===== src/sysmgmt_event_consts.vh =====
// constants for the power-management event logic: port addresses, indexes, bit positions
// assumes inclusion from sysmgmt_event_logic.v only
`ifndef SYSMGMT_EVENT_CONSTS_VH
`define SYSMGMT_EVENT_CONSTS_VH
`define IO_ADDR_W            16
`define INDEX_PORT_ADDR      16'h0CD6
`define DATA_PORT_ADDR       16'h0CD7
`define GAME_PORT_ADDR       16'h0201
`define IDX_CONTROL          8'h00
`define IDX_SUMMARY          8'h01
`define IDX_IRQ_HIGH_EN      8'h02
`define IDX_IRQ_LOW_EN       8'h03
`define IDX_PERIPH_EN        8'h04
`define IDX_IRQ_HIGH_ST      8'h05
`define IDX_IRQ_LOW_ST       8'h06
`define IDX_PERIPH_ST        8'h07
`define IDX_RELOAD_EN_FIRST  8'h08
`define IDX_RELOAD_EN_LAST   8'h0A
`define IDX_RANGE_EN         8'h1C
`define IDX_RANGE_ST         8'h1D
`define IDX_HIGH_RANGE_EN    8'hA8
`define IDX_HIGH_RANGE_ST    8'hA9
`define BIT_EVENT            0
`define BIT_TIMER1           1
`define BIT_TIMER2           2
`define BIT_SWREQ            4
`define BIT_CLEAR_ALL        7
`define BIT_GAME             2
`define CONTROL_MASK         8'h16
`define SUMMARY_MASK         8'h17
`define BYTE_ZERO            8'h00
`endif


===== src/sysmgmt_event_logic.v =====
// power-management event logic with index/data port access and interrupt generation
// assumes an 8-bit io cycle strobe on sys_clk_i; timer expiries and activity come from pins
//
// Notes on behaviour
// [RL1] index port write picks the register; data port reaches the picked register
// [RL2] data read returns picked register; data write updates that register, and also summary bit 4 (RL6) or the RL8 status clears
// [RL3] control bit 1 and timer 1 expiry set summary bit 1 and raise interrupt
// [RL4] control bit 1 clear disables all timer 1 reload enables at 08h-0Ah
// [RL5] timer 2 expiry sets summary bit 2; interrupt only with control bit 2
// [RL6] software request bit 4 sets summary bit 4 and raises interrupt
// [RL7] summary bit 0 set when enabled 02h/03h/04h/1Ch/A8h event raises interrupt
// [RL8] writing one to summary bit 7 clears 05h, 06h, 07h, 1Dh, A9h at once
// [RL9] first enable register gates irq 15..8 activity; resets to zero
// [RL10] second enable maps irq 7..3, nmi, irq 1..0 from bit 7 down
// [RL11] third enable bits: ext0, ext1, game, floppy, ide, serial, parallel, sleep
// [RL12] game port activity is an io access to 201h
// [RL13] first status bit set when matching irq 15..8 caused the interrupt
// [RL14] second status bit set when matching irq 7..0 caused the interrupt
// [RL15] third status records peripheral cause in enable bit order; write one clears
// [RL16] status and interrupt only for enabled sources, except summary bit 2 records timer 2 regardless; output ORs pending causes
// [RL17] all bits reset to zero; unimplemented indexes read zero, ignore writes
`include "sysmgmt_event_consts.vh"
`timescale 1ns/1ps
`default_nettype none

module sysmgmt_event_logic (
  // clock and reset
  input  wire        sys_clk_i,
  input  wire        rstn_i,
  // io cycle from the host bridge
  input  wire        io_strobe_i,
  input  wire        io_write_i,
  input  wire [15:0] io_addr_i,
  input  wire [7:0]  io_wdata_i,
  output wire [7:0]  io_rdata_o,
  // asynchronous event pins
  input  wire [7:0]  irq_high_activity_i,
  input  wire [7:0]  irq_low_nmi_activity_i,
  input  wire [7:0]  peripheral_activity_i,
  input  wire        inactivity_timer_one_expired_i,
  input  wire        inactivity_timer_two_expired_i,
  // range monitor status and reload enables from other logic, same clock
  input  wire [7:0]  range_monitor_event_i,
  input  wire [7:0]  high_range_monitor_event_i,
  input  wire [7:0]  reload_enable_08_i,
  input  wire [7:0]  reload_enable_09_i,
  input  wire [7:0]  reload_enable_0a_i,
  // outputs
  output wire [23:0] reload_enable_gated_o,
  output wire [7:0]  range_status_o,
  output wire [7:0]  high_range_status_o,
  output wire        system_management_interrupt_o
);

  // ************************************************************
  // synchronisers
  // ************************************************************
  // a change counts once the second and third stage agree
  localparam SYNC_W = 26;
  wire [SYNC_W-1:0] pins_raw;
  reg  [SYNC_W-1:0] sync1_reg;
  reg  [SYNC_W-1:0] sync2_reg;
  reg  [SYNC_W-1:0] sync3_reg;
  reg  [SYNC_W-1:0] stable_reg;
  reg  [SYNC_W-1:0] stable_prev_reg;
  assign pins_raw = {inactivity_timer_two_expired_i, inactivity_timer_one_expired_i,
                     peripheral_activity_i, irq_low_nmi_activity_i, irq_high_activity_i};

  genvar g;
  generate
    for (g = 0; g < SYNC_W; g = g + 1) begin : g_sync
      always @(posedge sys_clk_i or negedge rstn_i) begin
        if (!rstn_i) begin
          sync1_reg[g]       <= 1'b0;
          sync2_reg[g]       <= 1'b0;
          sync3_reg[g]       <= 1'b0;
          stable_reg[g]      <= 1'b0;
          stable_prev_reg[g] <= 1'b0;
        end else begin
          sync1_reg[g]       <= pins_raw[g];
          sync2_reg[g]       <= sync1_reg[g];
          sync3_reg[g]       <= sync2_reg[g];
          if (sync2_reg[g] == sync3_reg[g]) begin
            stable_reg[g] <= sync3_reg[g];
          end
          stable_prev_reg[g] <= stable_reg[g];
        end
      end
    end
  endgenerate

  // rising edges mark activity and expiry events
  wire [SYNC_W-1:0] rise = stable_reg & ~stable_prev_reg;
  wire [7:0] irq_high_act  = rise[7:0];
  wire [7:0] irq_low_act   = rise[15:8];
  wire [7:0] periph_pin    = rise[23:16];
  wire       timer1_exp    = rise[24];
  wire       timer2_exp    = rise[25];

  // ************************************************************
  // io decode
  // ************************************************************
  function is_port;
    input [15:0] addr;
    input [15:0] port;
    begin
      is_port = (addr == port);
    end
  endfunction

  reg  [7:0] index_reg;
  reg  [7:0] control_reg;
  reg  [7:0] summary_reg;
  reg  [7:0] irq_high_en_reg;
  reg  [7:0] irq_low_en_reg;
  reg  [7:0] periph_en_reg;
  reg  [7:0] irq_high_st_reg;
  reg  [7:0] irq_low_st_reg;
  reg  [7:0] periph_st_reg;
  reg  [7:0] range_st_reg;
  reg  [7:0] high_range_st_reg;
  reg  [7:0] rdata_reg;
  reg        smi_reg;
  reg  [23:0] reload_gated_reg;

  wire data_wr = io_strobe_i & io_write_i & is_port(io_addr_i, `DATA_PORT_ADDR); // RL1
  wire data_rd = io_strobe_i & ~io_write_i & is_port(io_addr_i, `DATA_PORT_ADDR);
  wire game_access = io_strobe_i & is_port(io_addr_i, `GAME_PORT_ADDR); // RL12

  function wr_to;
    input       wr;
    input [7:0] idx;
    input [7:0] target;
    begin
      wr_to = wr & (idx == target);
    end
  endfunction

  wire wr_ctrl   = wr_to(data_wr, index_reg, `IDX_CONTROL); // RL2
  wire wr_sum    = wr_to(data_wr, index_reg, `IDX_SUMMARY);
  wire wr_hen    = wr_to(data_wr, index_reg, `IDX_IRQ_HIGH_EN);
  wire wr_len    = wr_to(data_wr, index_reg, `IDX_IRQ_LOW_EN);
  wire wr_pen    = wr_to(data_wr, index_reg, `IDX_PERIPH_EN);
  wire wr_hst    = wr_to(data_wr, index_reg, `IDX_IRQ_HIGH_ST);
  wire wr_lst    = wr_to(data_wr, index_reg, `IDX_IRQ_LOW_ST);
  wire wr_pst    = wr_to(data_wr, index_reg, `IDX_PERIPH_ST);
  wire clear_all = wr_sum & io_wdata_i[`BIT_CLEAR_ALL]; // RL8

  // ************************************************************
  // event qualification
  // ************************************************************
  // peripheral sources named in enable bit order
  wire external_event_zero_act = periph_pin[0];
  wire external_event_one_act  = periph_pin[1];
  wire game_port_act           = periph_pin[`BIT_GAME] | game_access; // RL12
  wire floppy_act              = periph_pin[3];
  wire disk_act                = periph_pin[4];
  wire serial_port_act         = periph_pin[5];
  wire parallel_port_act       = periph_pin[6];
  wire sleep_command_act       = periph_pin[7];
  wire [7:0] periph_act = {sleep_command_act, parallel_port_act, serial_port_act, disk_act,
                           floppy_act, game_port_act, external_event_one_act,
                           external_event_zero_act}; // RL11
  wire [7:0] high_hit  = irq_high_act & irq_high_en_reg; // RL9 RL16
  wire [7:0] low_hit   = irq_low_act & irq_low_en_reg; // RL10 RL16
  wire [7:0] per_hit   = periph_act & periph_en_reg; // RL16
  wire       event_hit = (|high_hit) | (|low_hit) | (|per_hit) |
                         (|range_monitor_event_i) | (|high_range_monitor_event_i); // RL7
  wire       swreq_set = wr_ctrl & io_wdata_i[`BIT_SWREQ]; // RL6

  // ************************************************************
  // registers
  // ************************************************************
  // write one clears; a hardware set wins over a clear in the same cycle
  function [7:0] w1c_next;
    input [7:0] cur;
    input [7:0] set;
    input [7:0] clr;
    begin
      w1c_next = set | (cur & ~clr);
    end
  endfunction

  wire       index_wr = io_strobe_i & io_write_i & is_port(io_addr_i, `INDEX_PORT_ADDR); // RL1
  wire [7:0] all_clr  = {8{clear_all}}; // RL8
  wire [7:0] sum_clr  = {8{wr_sum}} & io_wdata_i;
  wire [7:0] sum_set  = {3'h0, swreq_set, 1'h0, timer2_exp,
                         timer1_exp & control_reg[`BIT_TIMER1], event_hit}; // RL3 RL5 RL6
  wire [7:0] hst_clr  = all_clr | ({8{wr_hst}} & io_wdata_i);
  wire [7:0] lst_clr  = all_clr | ({8{wr_lst}} & io_wdata_i);
  wire [7:0] pst_clr  = all_clr | ({8{wr_pst}} & io_wdata_i); // RL15

  reg  [7:0] index_next;
  reg  [7:0] control_next;
  reg  [7:0] summary_next;
  reg  [7:0] irq_high_en_next;
  reg  [7:0] irq_low_en_next;
  reg  [7:0] periph_en_next;
  reg  [7:0] irq_high_st_next;
  reg  [7:0] irq_low_st_next;
  reg  [7:0] periph_st_next;
  reg  [7:0] range_st_next;
  reg  [7:0] high_range_st_next;

  // ************************************************************
  // next-state logic
  // ************************************************************
  always @* begin
    // plain read/write registers
    index_next       = index_reg;
    control_next     = control_reg;
    irq_high_en_next = irq_high_en_reg;
    irq_low_en_next  = irq_low_en_reg;
    periph_en_next   = periph_en_reg;

    if (index_wr) begin
      index_next = io_wdata_i; // RL1
    end
    if (wr_ctrl) begin
      control_next = io_wdata_i & `CONTROL_MASK;
    end

    if (wr_hen) begin
      irq_high_en_next = io_wdata_i; // RL9
    end
    if (wr_len) begin
      irq_low_en_next = io_wdata_i; // RL10
    end
    if (wr_pen) begin
      periph_en_next = io_wdata_i; // RL11
    end

    // reserved summary bits and the write-only clear bit read back as zero
    summary_next       = w1c_next(summary_reg, sum_set, sum_clr) & `SUMMARY_MASK; // RL7

    // write-one-to-clear status
    irq_high_st_next   = w1c_next(irq_high_st_reg, high_hit, hst_clr); // RL13
    irq_low_st_next    = w1c_next(irq_low_st_reg, low_hit, lst_clr); // RL14
    periph_st_next     = w1c_next(periph_st_reg, per_hit, pst_clr); // RL15

    // monitor status only clears through the clear-all bit
    range_st_next      = w1c_next(range_st_reg, range_monitor_event_i, all_clr); // RL8
    high_range_st_next = w1c_next(high_range_st_reg, high_range_monitor_event_i, all_clr); // RL8
  end

  always @(posedge sys_clk_i or negedge rstn_i) begin
    if (!rstn_i) begin // RL17
      index_reg         <= `BYTE_ZERO;
      control_reg       <= `BYTE_ZERO;
      summary_reg       <= `BYTE_ZERO;
      irq_high_en_reg   <= `BYTE_ZERO;
      irq_low_en_reg    <= `BYTE_ZERO;
      periph_en_reg     <= `BYTE_ZERO;
      irq_high_st_reg   <= `BYTE_ZERO;
      irq_low_st_reg    <= `BYTE_ZERO;
      periph_st_reg     <= `BYTE_ZERO;
      range_st_reg      <= `BYTE_ZERO;
      high_range_st_reg <= `BYTE_ZERO;
    end else begin
      // enables and control
      index_reg         <= index_next;
      control_reg       <= control_next;
      irq_high_en_reg   <= irq_high_en_next;
      irq_low_en_reg    <= irq_low_en_next;
      periph_en_reg     <= periph_en_next;
      // status
      summary_reg       <= summary_next;
      irq_high_st_reg   <= irq_high_st_next;
      irq_low_st_reg    <= irq_low_st_next;
      periph_st_reg     <= periph_st_next;
      range_st_reg      <= range_st_next;
      high_range_st_reg <= high_range_st_next;
    end
  end

  // ************************************************************
  // read mux, interrupt and outputs
  // ************************************************************
  reg [7:0] rdata_next;
  always @* begin
    case (index_reg) // RL2
      `IDX_CONTROL:       rdata_next = control_reg;
      `IDX_SUMMARY:       rdata_next = summary_reg;
      `IDX_IRQ_HIGH_EN:   rdata_next = irq_high_en_reg;
      `IDX_IRQ_LOW_EN:    rdata_next = irq_low_en_reg;
      `IDX_PERIPH_EN:     rdata_next = periph_en_reg;
      `IDX_IRQ_HIGH_ST:   rdata_next = irq_high_st_reg;
      `IDX_IRQ_LOW_ST:    rdata_next = irq_low_st_reg;
      `IDX_PERIPH_ST:     rdata_next = periph_st_reg;
      `IDX_RANGE_ST:      rdata_next = range_st_reg;
      `IDX_HIGH_RANGE_ST: rdata_next = high_range_st_reg;
      default:            rdata_next = `BYTE_ZERO; // RL17
    endcase
  end

  // level interrupt: held while any enabled cause is still pending
  wire smi_next = (|irq_high_st_reg) | (|irq_low_st_reg) | (|periph_st_reg) |
                  (|range_st_reg) | (|high_range_st_reg) |
                  (summary_reg[`BIT_TIMER1] & control_reg[`BIT_TIMER1]) |
                  (summary_reg[`BIT_TIMER2] & control_reg[`BIT_TIMER2]) |
                  summary_reg[`BIT_SWREQ]; // RL16 RL3 RL5 RL6

  // read data holds between data-port reads so a slow host can still pick it up
  always @(posedge sys_clk_i or negedge rstn_i) begin
    if (!rstn_i) begin
      rdata_reg <= `BYTE_ZERO;
    end else if (data_rd) begin
      rdata_reg <= rdata_next; // RL2
    end
  end

  // registered so the pin never glitches while status bits settle
  always @(posedge sys_clk_i or negedge rstn_i) begin
    if (!rstn_i) begin
      smi_reg <= 1'b0;
    end else begin
      smi_reg <= smi_next; // RL16
    end
  end

  // the gate costs one cycle of latency on the reload enables
  wire [23:0] reload_raw = {reload_enable_0a_i, reload_enable_09_i, reload_enable_08_i};

  always @(posedge sys_clk_i or negedge rstn_i) begin
    if (!rstn_i) begin
      reload_gated_reg <= 24'h000000;
    end else begin
      reload_gated_reg <= reload_raw & {24{control_reg[`BIT_TIMER1]}}; // RL4
    end
  end

  assign io_rdata_o                    = rdata_reg;
  assign system_management_interrupt_o = smi_reg;
  assign reload_enable_gated_o         = reload_gated_reg;
  assign range_status_o                = range_st_reg;
  assign high_range_status_o           = high_range_st_reg;

endmodule // sysmgmt_event_logic

`default_nettype wire


===== config.mk =====
export PLATFORM = sky130hd
export DESIGN_NAME = sysmgmt_event_logic
export DESIGN_NICKNAME = d
export VERILOG_FILES = /design/src/sysmgmt_event_logic.v
export VERILOG_INCLUDE_DIRS = /design/src
export SDC_FILE = /design/constraint.sdc
export NUM_CORES = 1
export LEC_CHECK = 0
export ABC_AREA = 1
export ABC_CLOCK_PERIOD_IN_PS = 1800
export BUFFER_PORTS_ARGS = -buffer_cell sky130_fd_sc_hd__buf_4
export CAP_MARGIN = 20
export CORE_ASPECT_RATIO = 1.1
export CORE_UTILIZATION = 35
export DETAILED_ROUTE_END_ITERATION = 16
export GPL_TIMING_DRIVEN = 0
export SLEW_MARGIN = 20
export SYNTH_ARGS = -nofsm -noshare
export SYNTH_HDL_FRONTEND = slang
export SYNTH_SLANG_ARGS = --single-unit

===== constraint.sdc =====
create_clock -name sys_clk_i -period 1.8 [get_ports sys_clk_i]
set_input_delay 0.09 -clock sys_clk_i [delete_from_list [all_inputs] [get_ports sys_clk_i]]
set_output_delay 0.09 -clock sys_clk_i [all_outputs]
set_load 0.1 [all_outputs]

==> results.md, run 1 <==
- Worst Hold Launch: io_strobe_i
- Hold path depth: 4
- Part of the cycle the worst path needs: 0.952
- Yosys top cell area share: 0.656
- Crit path max fanout: 10
- Dominant cell type by area after synthesis: dfrtp_1
- Layout cells sized above 1: 0.222
- Ys Warns: 0
- Min Tclk post-route: 1710 ps
- CP Data Arrival Time: 2130 ps
- Clk_lat worst skew: 530 ps
- R2R setup slack: 90 ps
- Worst setup EP type: register
- Synth top area cells: dfrtp_1, nand2_1, nand3_1
- Post-DP HPWL: 17.3 mm
- Post-Route WL: 23.8 mm
- Drt wl/cell: 16.0 µm
- Initial Util: 0.355
- Area delta synth->final: 36.1%
- Antenna violations before repair: 0
- R2R depth: 9
- Commonest non-fill, non-tap cell in the layout: dfrtp_1
- Clock Power Share: 0.462
- Power per cell area: 980 nW/µm²
- Worst reg2reg path startpoint: index_reg[1]
- Maximum vdd drop: 0.557 mV
- Reg clk slew, reported paths: 70 ps
- Buffer depth of the longest clock path: 3
- Setup violations, final: 0
- Slew Limit Headroom: 0.682
- Max_cap viols: 0
- Largest net degree at the start of global routing: 70
- RSZ-0062 raised after global routing: yes
- Fin. Hold Viols: 0
- Post-synth net total: 964
- Tightest Pin Transition: 472 ps
- Kind of critical path: register to register
- Die span in y: 172 µm
- # diodes: 0
- Number of CTS-inserted buffers: 25
- Fin. max-slew vios: 0
- Die Footprint: 27,000 µm²
- Gate Count Post-Synth: 870
- Mapped Avg Cell Area: 10.6 µm²
- Run status: complete, no violations
- Via density: 4.59
- Fin util: 0.484
- Standard-cell row count: 62
- Root buffer cell: clkbuf_16
- Vias in the first global route: 6,750
- Clk sinks: 242
- First-pass GRT wire length: 37.2 mm
- H-tree depth: 1
- Final ANT Viol Nets: 0
- Nature of the critical path startpoint: register
- Layout Nets: 1,214
- # port buffers: 142
- Hold EP: io_rdata_o[4]
- Min-delay worst type: input port to register
- Top Ports: 143
- Sw Share: 0.217
- Post-synthesis sequential area ratio: 0.656
- Via Count: 6,839
- Final RePlAce weighted congestion: 0.924
- Overall Power: 0.0123 W
- DRC: 0
- Router iterations before antenna repair: 5
- Worst r2r dst: irq_high_st_reg[6]
- Int Power: 0.00965 W
- Yosys reg bits: 242
- Cell variety after synth: 31
- Die Wd: 157 µm
- P_sw: 0.00268 W
- Mapped Area: 9240 µm²
- Leak pwr: 5.95 nW
- Req. time, crit path: 2210 ps
- Core box area: 26,000 µm²
- Clk_skew: 9.67 ps
- Comb power frac: 0.069
- Seq pwr share: 0.468
- CTS tree: built
- Commonest non-fill, non-tap cells in the layout: dfrtp_1, nand2_1, buf_4, nand3_1, dlygate4sd3_1
- Iteration-0 DRC Markers: 429
- Total Routing Usage GR: 0.180
- GR Overflow Total: 0
- F_max: 0.584 GHz
-- cells in the mapped netlist --
library cell  instances
clkinv_1              1
buf_6                 5
o21ai_2               8
buf_2                 6
nand4_4               1
nor2_4                7
a21oi_1               3
nand3_4               2
nand4_1              43
nor2_8                1
nand2_1             216
nand3_1              77
clkbuf_4              1
nor2_2                9
maj3_1               26
o21ai_1              13
inv_1                71
o21ai_0              15
dfrtp_1             242
clkbuf_1              4
nor2_1               58
nand2_4               2
nand3b_1             20
nand2_2               6
nor4_1                9
buf_1                 1
nor3_1                3
inv_2                 5
a21o_1               10
nand3_2               2
buf_4                 3
-- worst max-delay path, cell delays in order, from the launching register on --
cell,delay (ps)
dfrtp_1,430
inv_1,110
nand2_1,130
inv_2,130
nand2_2,110
nor2_4,180
nand4_4,140
buf_2,220
nand3_1,100
nand2_1,50
-- layer usage --
| metal | vias to the layer above | part of all wire | global-route usage |
|---|---|---|---|
| li1 | 3349 | - | - |
| met1 | 3253 | 0.45 | 0.243 |
| met2 | 188 | 0.48 | 0.299 |
| met3 | 49 | 0.044 | 0.0208 |
| met4 | 0 | 0.030 | 0.0605 |
| met5 | - | 0 | 0 |
-- logic make-up (layout without fill, tap and decap cells) --
family / count (synthesis) / after routing / share of synthesized area
adder cells (fa/ha/maj): 26 / 26 / 0.0282
buffers and inverters: 97 / 365 / 0.0459
AO/OA/AOI/OAI: 49 / 49 / 0.0325
AND/OR/NAND/NOR: 456 / 456 / 0.238
flip-flops: 242 / 242 / 0.656
-- power groups by stage --
stage / combinational (W) / clock, W / sequential (W)
after global placement: 0.000697 / 0 / 0.00587
after detailed placement: 0.000731 / 0 / 0.00587
final: 0.000855 / 0.00569 / 0.00577
after floorplan: 0.000131 / 0 / 0.00605
after CTS: 0.000866 / 0.00586 / 0.00577
after global routing: 0.000925 / 0.00610 / 0.00580
-- how the worst max path moves through the flow --
stage / slack, ps / cells past startpoint / end / start
after floorplan: 310 / 4 / system_management_interrupt_o / high_range_status_o[3]
after global placement: -1290 / 1 / sync1_reg[16] / rstn_i
after detailed placement: 60 / 7 / periph_en_reg[6] / index_reg[0]
after CTS: 40 / 7 / periph_en_reg[6] / index_reg[0]
after global routing: -40 / 11 / io_rdata_o[5] / index_reg[5]
final: 90 / 9 / irq_high_st_reg[6] / index_reg[1]
-- area by class of cell --
class | count | area, µm²
fill | 2358 | 13400
sequential | 242 | 6060
multi-input combinational | 531 | 2790
timing repair buffer | 223 | 1930
clock buffer | 33 | 706
tap | 352 | 440
inverter | 77 | 289
clock inverter | 12 | 216
buffer | 20 | 138
-- through the flow --
stage	setup slack (ps)	hold WS (ps)	setup TNS [ps]	cells	cell area [µm²]
after CTS	36.2	5.40	0	1488	12500
after global placement	-1290	200	-305930	1364	10700
after floorplan	306	-206	0	870	9240
final	86.8	12.0	0	1490	12600
after detailed placement	58.3	35.8	0	1367	10800
after global routing	-40.1	22.3	-170	1490	12600
-- timing repair --
action                     in CTS  in global routing
resized for setup               0                 11
hold buffers                   76                  0
hold endpoints to repair      294                  0
setup buffers                   0                  2
setup endpoints to repair       0                 32
No activity file was read; power rests on OpenSTA's default activity.
==> run 2, diff against run 1 <==
--- a/config.mk
+++ b/config.mk
@@ -6,11 +6,11 @@
 export SDC_FILE = /design/constraint.sdc
 export NUM_CORES = 1
 export LEC_CHECK = 0
-export ABC_AREA = 1
 export ABC_CLOCK_PERIOD_IN_PS = 1800
 export BUFFER_PORTS_ARGS = -buffer_cell sky130_fd_sc_hd__buf_4
 export CAP_MARGIN = 20
 export CORE_ASPECT_RATIO = 1.1
+export CORE_MARGIN = 3
 export CORE_UTILIZATION = 35
 export DETAILED_ROUTE_END_ITERATION = 16
 export GPL_TIMING_DRIVEN = 0
==> run 2 against run 1 <==
Against the previous run:
- the flow now finishes with violations (setup timing)
- fmax decreased by 18%
- total power down 6.6%
- worst setup slack got worse by 380 ps
- non-clock buffer count grew 48
- final area up 4.9%
- clock-buffer cell count up 1
- core utilization increased by 5.0 points
- routed wire length increased by 5.1%
- clock skew is 23 ps higher
- die area grew 1.1%
- synthesized area down 3.7%
- cell count is 15% lower
- largest power group unchanged
==> results.md, run 2 <==
- Yosys top cell area share: 0.681 (was 0.656)
- Top Ports: 143 (unchanged)
- RSZ-0062 raised after global routing: yes (unchanged)
- Clk_skew: 33.0 ps (was 9.67 ps)
- Iteration-0 DRC Markers: 391 (was 429)
- Dominant cell type by area after synthesis: dfrtp_1 (unchanged)
- Met3 Usage GRT: 0.0340 (was 0.0208)
- Area delta synth->final: 48.4% (was 36.1%)
- Nature of the critical path startpoint: register (unchanged)
- Synth top area cells: dfrtp_1, mux2_2, maj3_1 (was dfrtp_1, nand2_1, nand3_1)
- Router iterations before antenna repair: 5 (unchanged)
- Final ANT Viol Nets: 0 (unchanged)
- H-tree depth: 1 (unchanged)
- Run status: finished, violations left (was complete, no violations)
- Largest net degree at the start of global routing: 101 (was 70)
- Min Tclk post-route: 2090 ps (was 1710 ps)
- Total Routing Usage GR: 0.178 (was 0.180)
- Req. time, crit path: 2250 ps (was 2210 ps)
- Placed cell count: 1,089 (was 1,367)
- Cell variety after synth: 61 (was 31)
- Initial Util: 0.360 (was 0.355)
- Die Footprint: 27,400 µm² (was 27,000 µm²)
- DRC: 0 (unchanged)
- Design area: 13,200 µm² (was 12,600 µm²)
- R2R depth: 8 (was 9)
- Clk sinks: 242 (unchanged)
- Crit path max fanout: 4 (was 10)
- R2R setup slack: -290 ps (was 90 ps)
- Leak pwr: 5.78 nW (was 5.95 nW)
- Die Wd: 158 µm (was 157 µm)
- Die span in y: 173 µm (was 172 µm)
- Worst r2r dst: io_rdata_o[4] (was irq_high_st_reg[6])
- Met1 usage: 0.243 (about the same)
- Mapped Area: 8890 µm² (was 9240 µm²)
- Post-synthesis sequential area ratio: 0.681 (was 0.656)
- Part of the cycle the worst path needs: 1.16 (was 0.952)
- Most common cell in the netlist: dfrtp_1 (unchanged)
- Buffer depth of the longest clock path: 3 (unchanged)
- Ys flop type: dfrtp_1 (unchanged)
- Fillers: 1,972 (was 2,358)
- Post-synth top cells: dfrtp_1, nand2_1, mux2_2 (was dfrtp_1, nand2_1, nand3_1)
- Fin. Hold Viols: 0 (unchanged)
- Commonest non-fill, non-tap cells in the layout: dfrtp_1, buf_4, dlygate4sd3_1, nand2_1, clkbuf_16 (was dfrtp_1, nand2_1, buf_4, nand3_1, dlygate4sd3_1)
- F_max: 0.478 GHz (was 0.584 GHz)
- Tightest Pin Transition: 765 ps (was 472 ps)
- Fin util: 0.534 (was 0.484)
- Kind of critical path: register to register (unchanged)
- Post-synth net total: 732 (was 964)
- Min-delay worst type: input port to asynchronous set/reset pin (was input port to register)
- Final RePlAce weighted congestion: 0.939 (was 0.924)
- Fin. max-slew vios: 0 (unchanged)
- Non-filler instance count after layout: 1,267 (was 1,490)
- GR peak layer: met2 (unchanged)
- Post-DP HPWL: 16.1 mm (was 17.3 mm)
- Worst setup EP type: register (unchanged)
- Worst Setup SP: index_reg[3] (was index_reg[1])
- Core box area: 24,700 µm² (was 26,000 µm²)
- CTS tree: built (unchanged)
- Standard-cell row count: 60 (was 62)
- Final WS setup: -291 ps (was 86.8 ps)
- Number of CTS-inserted buffers: 26 (was 25)
- GR Overflow Total: 0 (unchanged)
- Layout Nets: 1,031 (was 1,214)
- Via density: 5.13 (was 4.59)
- Max_cap viols: 0 (unchanged)
- Mapped Avg Cell Area: 13.9 µm² (was 10.6 µm²)
- Failing checks: setup timing
- Power per cell area: 872 nW/µm² (was 980 nW/µm²)
- EDFF count, synth: 0 (unchanged)
- Yosys reg bits: 242 (unchanged)
- # port buffers: 139 (was 142)
- Worst Setup EP: io_rdata_o[4] (was irq_high_st_reg[6])
- Async SR Flop Fraction: 1.00 (unchanged)
- Via Count: 6,495 (was 6,839)
- Maximum vdd drop: 0.582 mV (was 0.557 mV)
- Overall Power: 0.0115 W (was 0.0123 W)
- Placed Area: 10,500 µm² (was 10,800 µm²)
- Ys Warns: 0 (unchanged)
- Post-Route WL: 25.0 mm (was 23.8 mm)
- Drt wl/cell: 19.8 µm (was 16.0 µm)
- Root buffer cell: clkbuf_16 (unchanged)
- CP Data Arrival Time: 2540 ps (was 2130 ps)
- Vias in the first global route: 6,748 (was 6,750)
- First-pass GRT wire length: 38.4 mm (was 37.2 mm)
- Commonest non-fill, non-tap cell in the layout: dfrtp_1 (unchanged)
- Reg clk slew, reported paths: 60 ps (was 70 ps)
- Clk_lat worst skew: 540 ps (was 530 ps)
- Setup violations, final: 78 (was 0)
- Slew Limit Headroom: 0.490 (was 0.682)
- Grt met2 use: 0.283 (was 0.299)
- # diodes: 0 (unchanged)
- Gate Count Post-Synth: 638 (was 870)
- Antenna violations before repair: 0 (unchanged)
- Worst reg2reg path startpoint: index_reg[3] (was index_reg[1])
- Layout cells sized above 1: 0.408 (was 0.222)
-- run 2: metrics by stage --
stage | hold WS, ps | setup WS [ps] | setup TNS [ps]
finish | 133 | -291 | -12460
global route | 155 | -362 | -17070
CTS | -118 | -275 | -11200
detailed placement | 97.0 | -900 | -55280
global placement | 200 | -1450 | -359520
floorplan | -206 | -213 | -8390
-- run 2: worst max-delay path, cell delays in order (launching register included) --
cell and delay (ps):
dfrtp_2 440, buf_6 140, buf_6 110, nor4_4 300, buf_4 200, a21oi_2 50
or4b_4 520, o211ai_1 110, a22o_1 150
-- run 2: worst min-delay path by stage --
stage                                   endpoint  slack (ps)  cells past startpoint
final                     high_range_status_o[2]         130                      2
after global routing              summary_reg[1]         150                      3
after global placement             sync1_reg[23]         200                      1
after detailed placement  high_range_status_o[2]         100                      1
after CTS                       periph_en_reg[0]        -120                      2
after floorplan                   control_reg[1]        -210                      0
-- run 2: routing by layer --
| metal | vias up | wire [µm] | share of wire |
|---|---|---|---|
| li1 | 2925 | - | - |
| met1 | 3262 | 10700 | 0.43 |
| met2 | 255 | 11800 | 0.47 |
| met3 | 53 | 1770 | 0.070 |
| met4 | 0 | 785 | 0.031 |
| met5 | - | 0 | 0 |
-- run 2: final cells by class --
type / count / area (µm²) / area share
multi-input combinational: 370 / 3220 / 0.244
tap: 310 / 388 / 0.0294
sequential: 242 / 6070 / 0.460
buffer: 17 / 156 / 0.0119
inverter: 6 / 26.3 / 0.00199
clock buffer: 34 / 721 / 0.0546
timing repair buffer: 274 / 2470 / 0.187
clock inverter: 14 / 146 / 0.0111
-- run 2: kinds of logic after synthesis --
logic type / synth area share
DFF: 0.681
and+or+nand+nor: 0.132
buffers and inverters: 0.0120
adders and majority gates: 0.0293
muxes: 0.0640
AOI/OAI and AO/OA: 0.0813
-- run 2: timing repair --
action / in CTS / in global routing
setup buffers: 31 / 26
setup endpoints to repair: 78 / 79
endpoints found under the hold margin: 177 / 7
hold buffers: 72 / 1
cloned: 2 / 2
pin swaps: 37 / 55
resized for setup: 78 / 81
-- run 2: power by group --
group	leakage (nW)	internal, W	switching, W
combinational	2.42	0.000297	0.000227
sequential	2.93	0.00565	0.0000985
clock	0.422	0.00313	0.00211
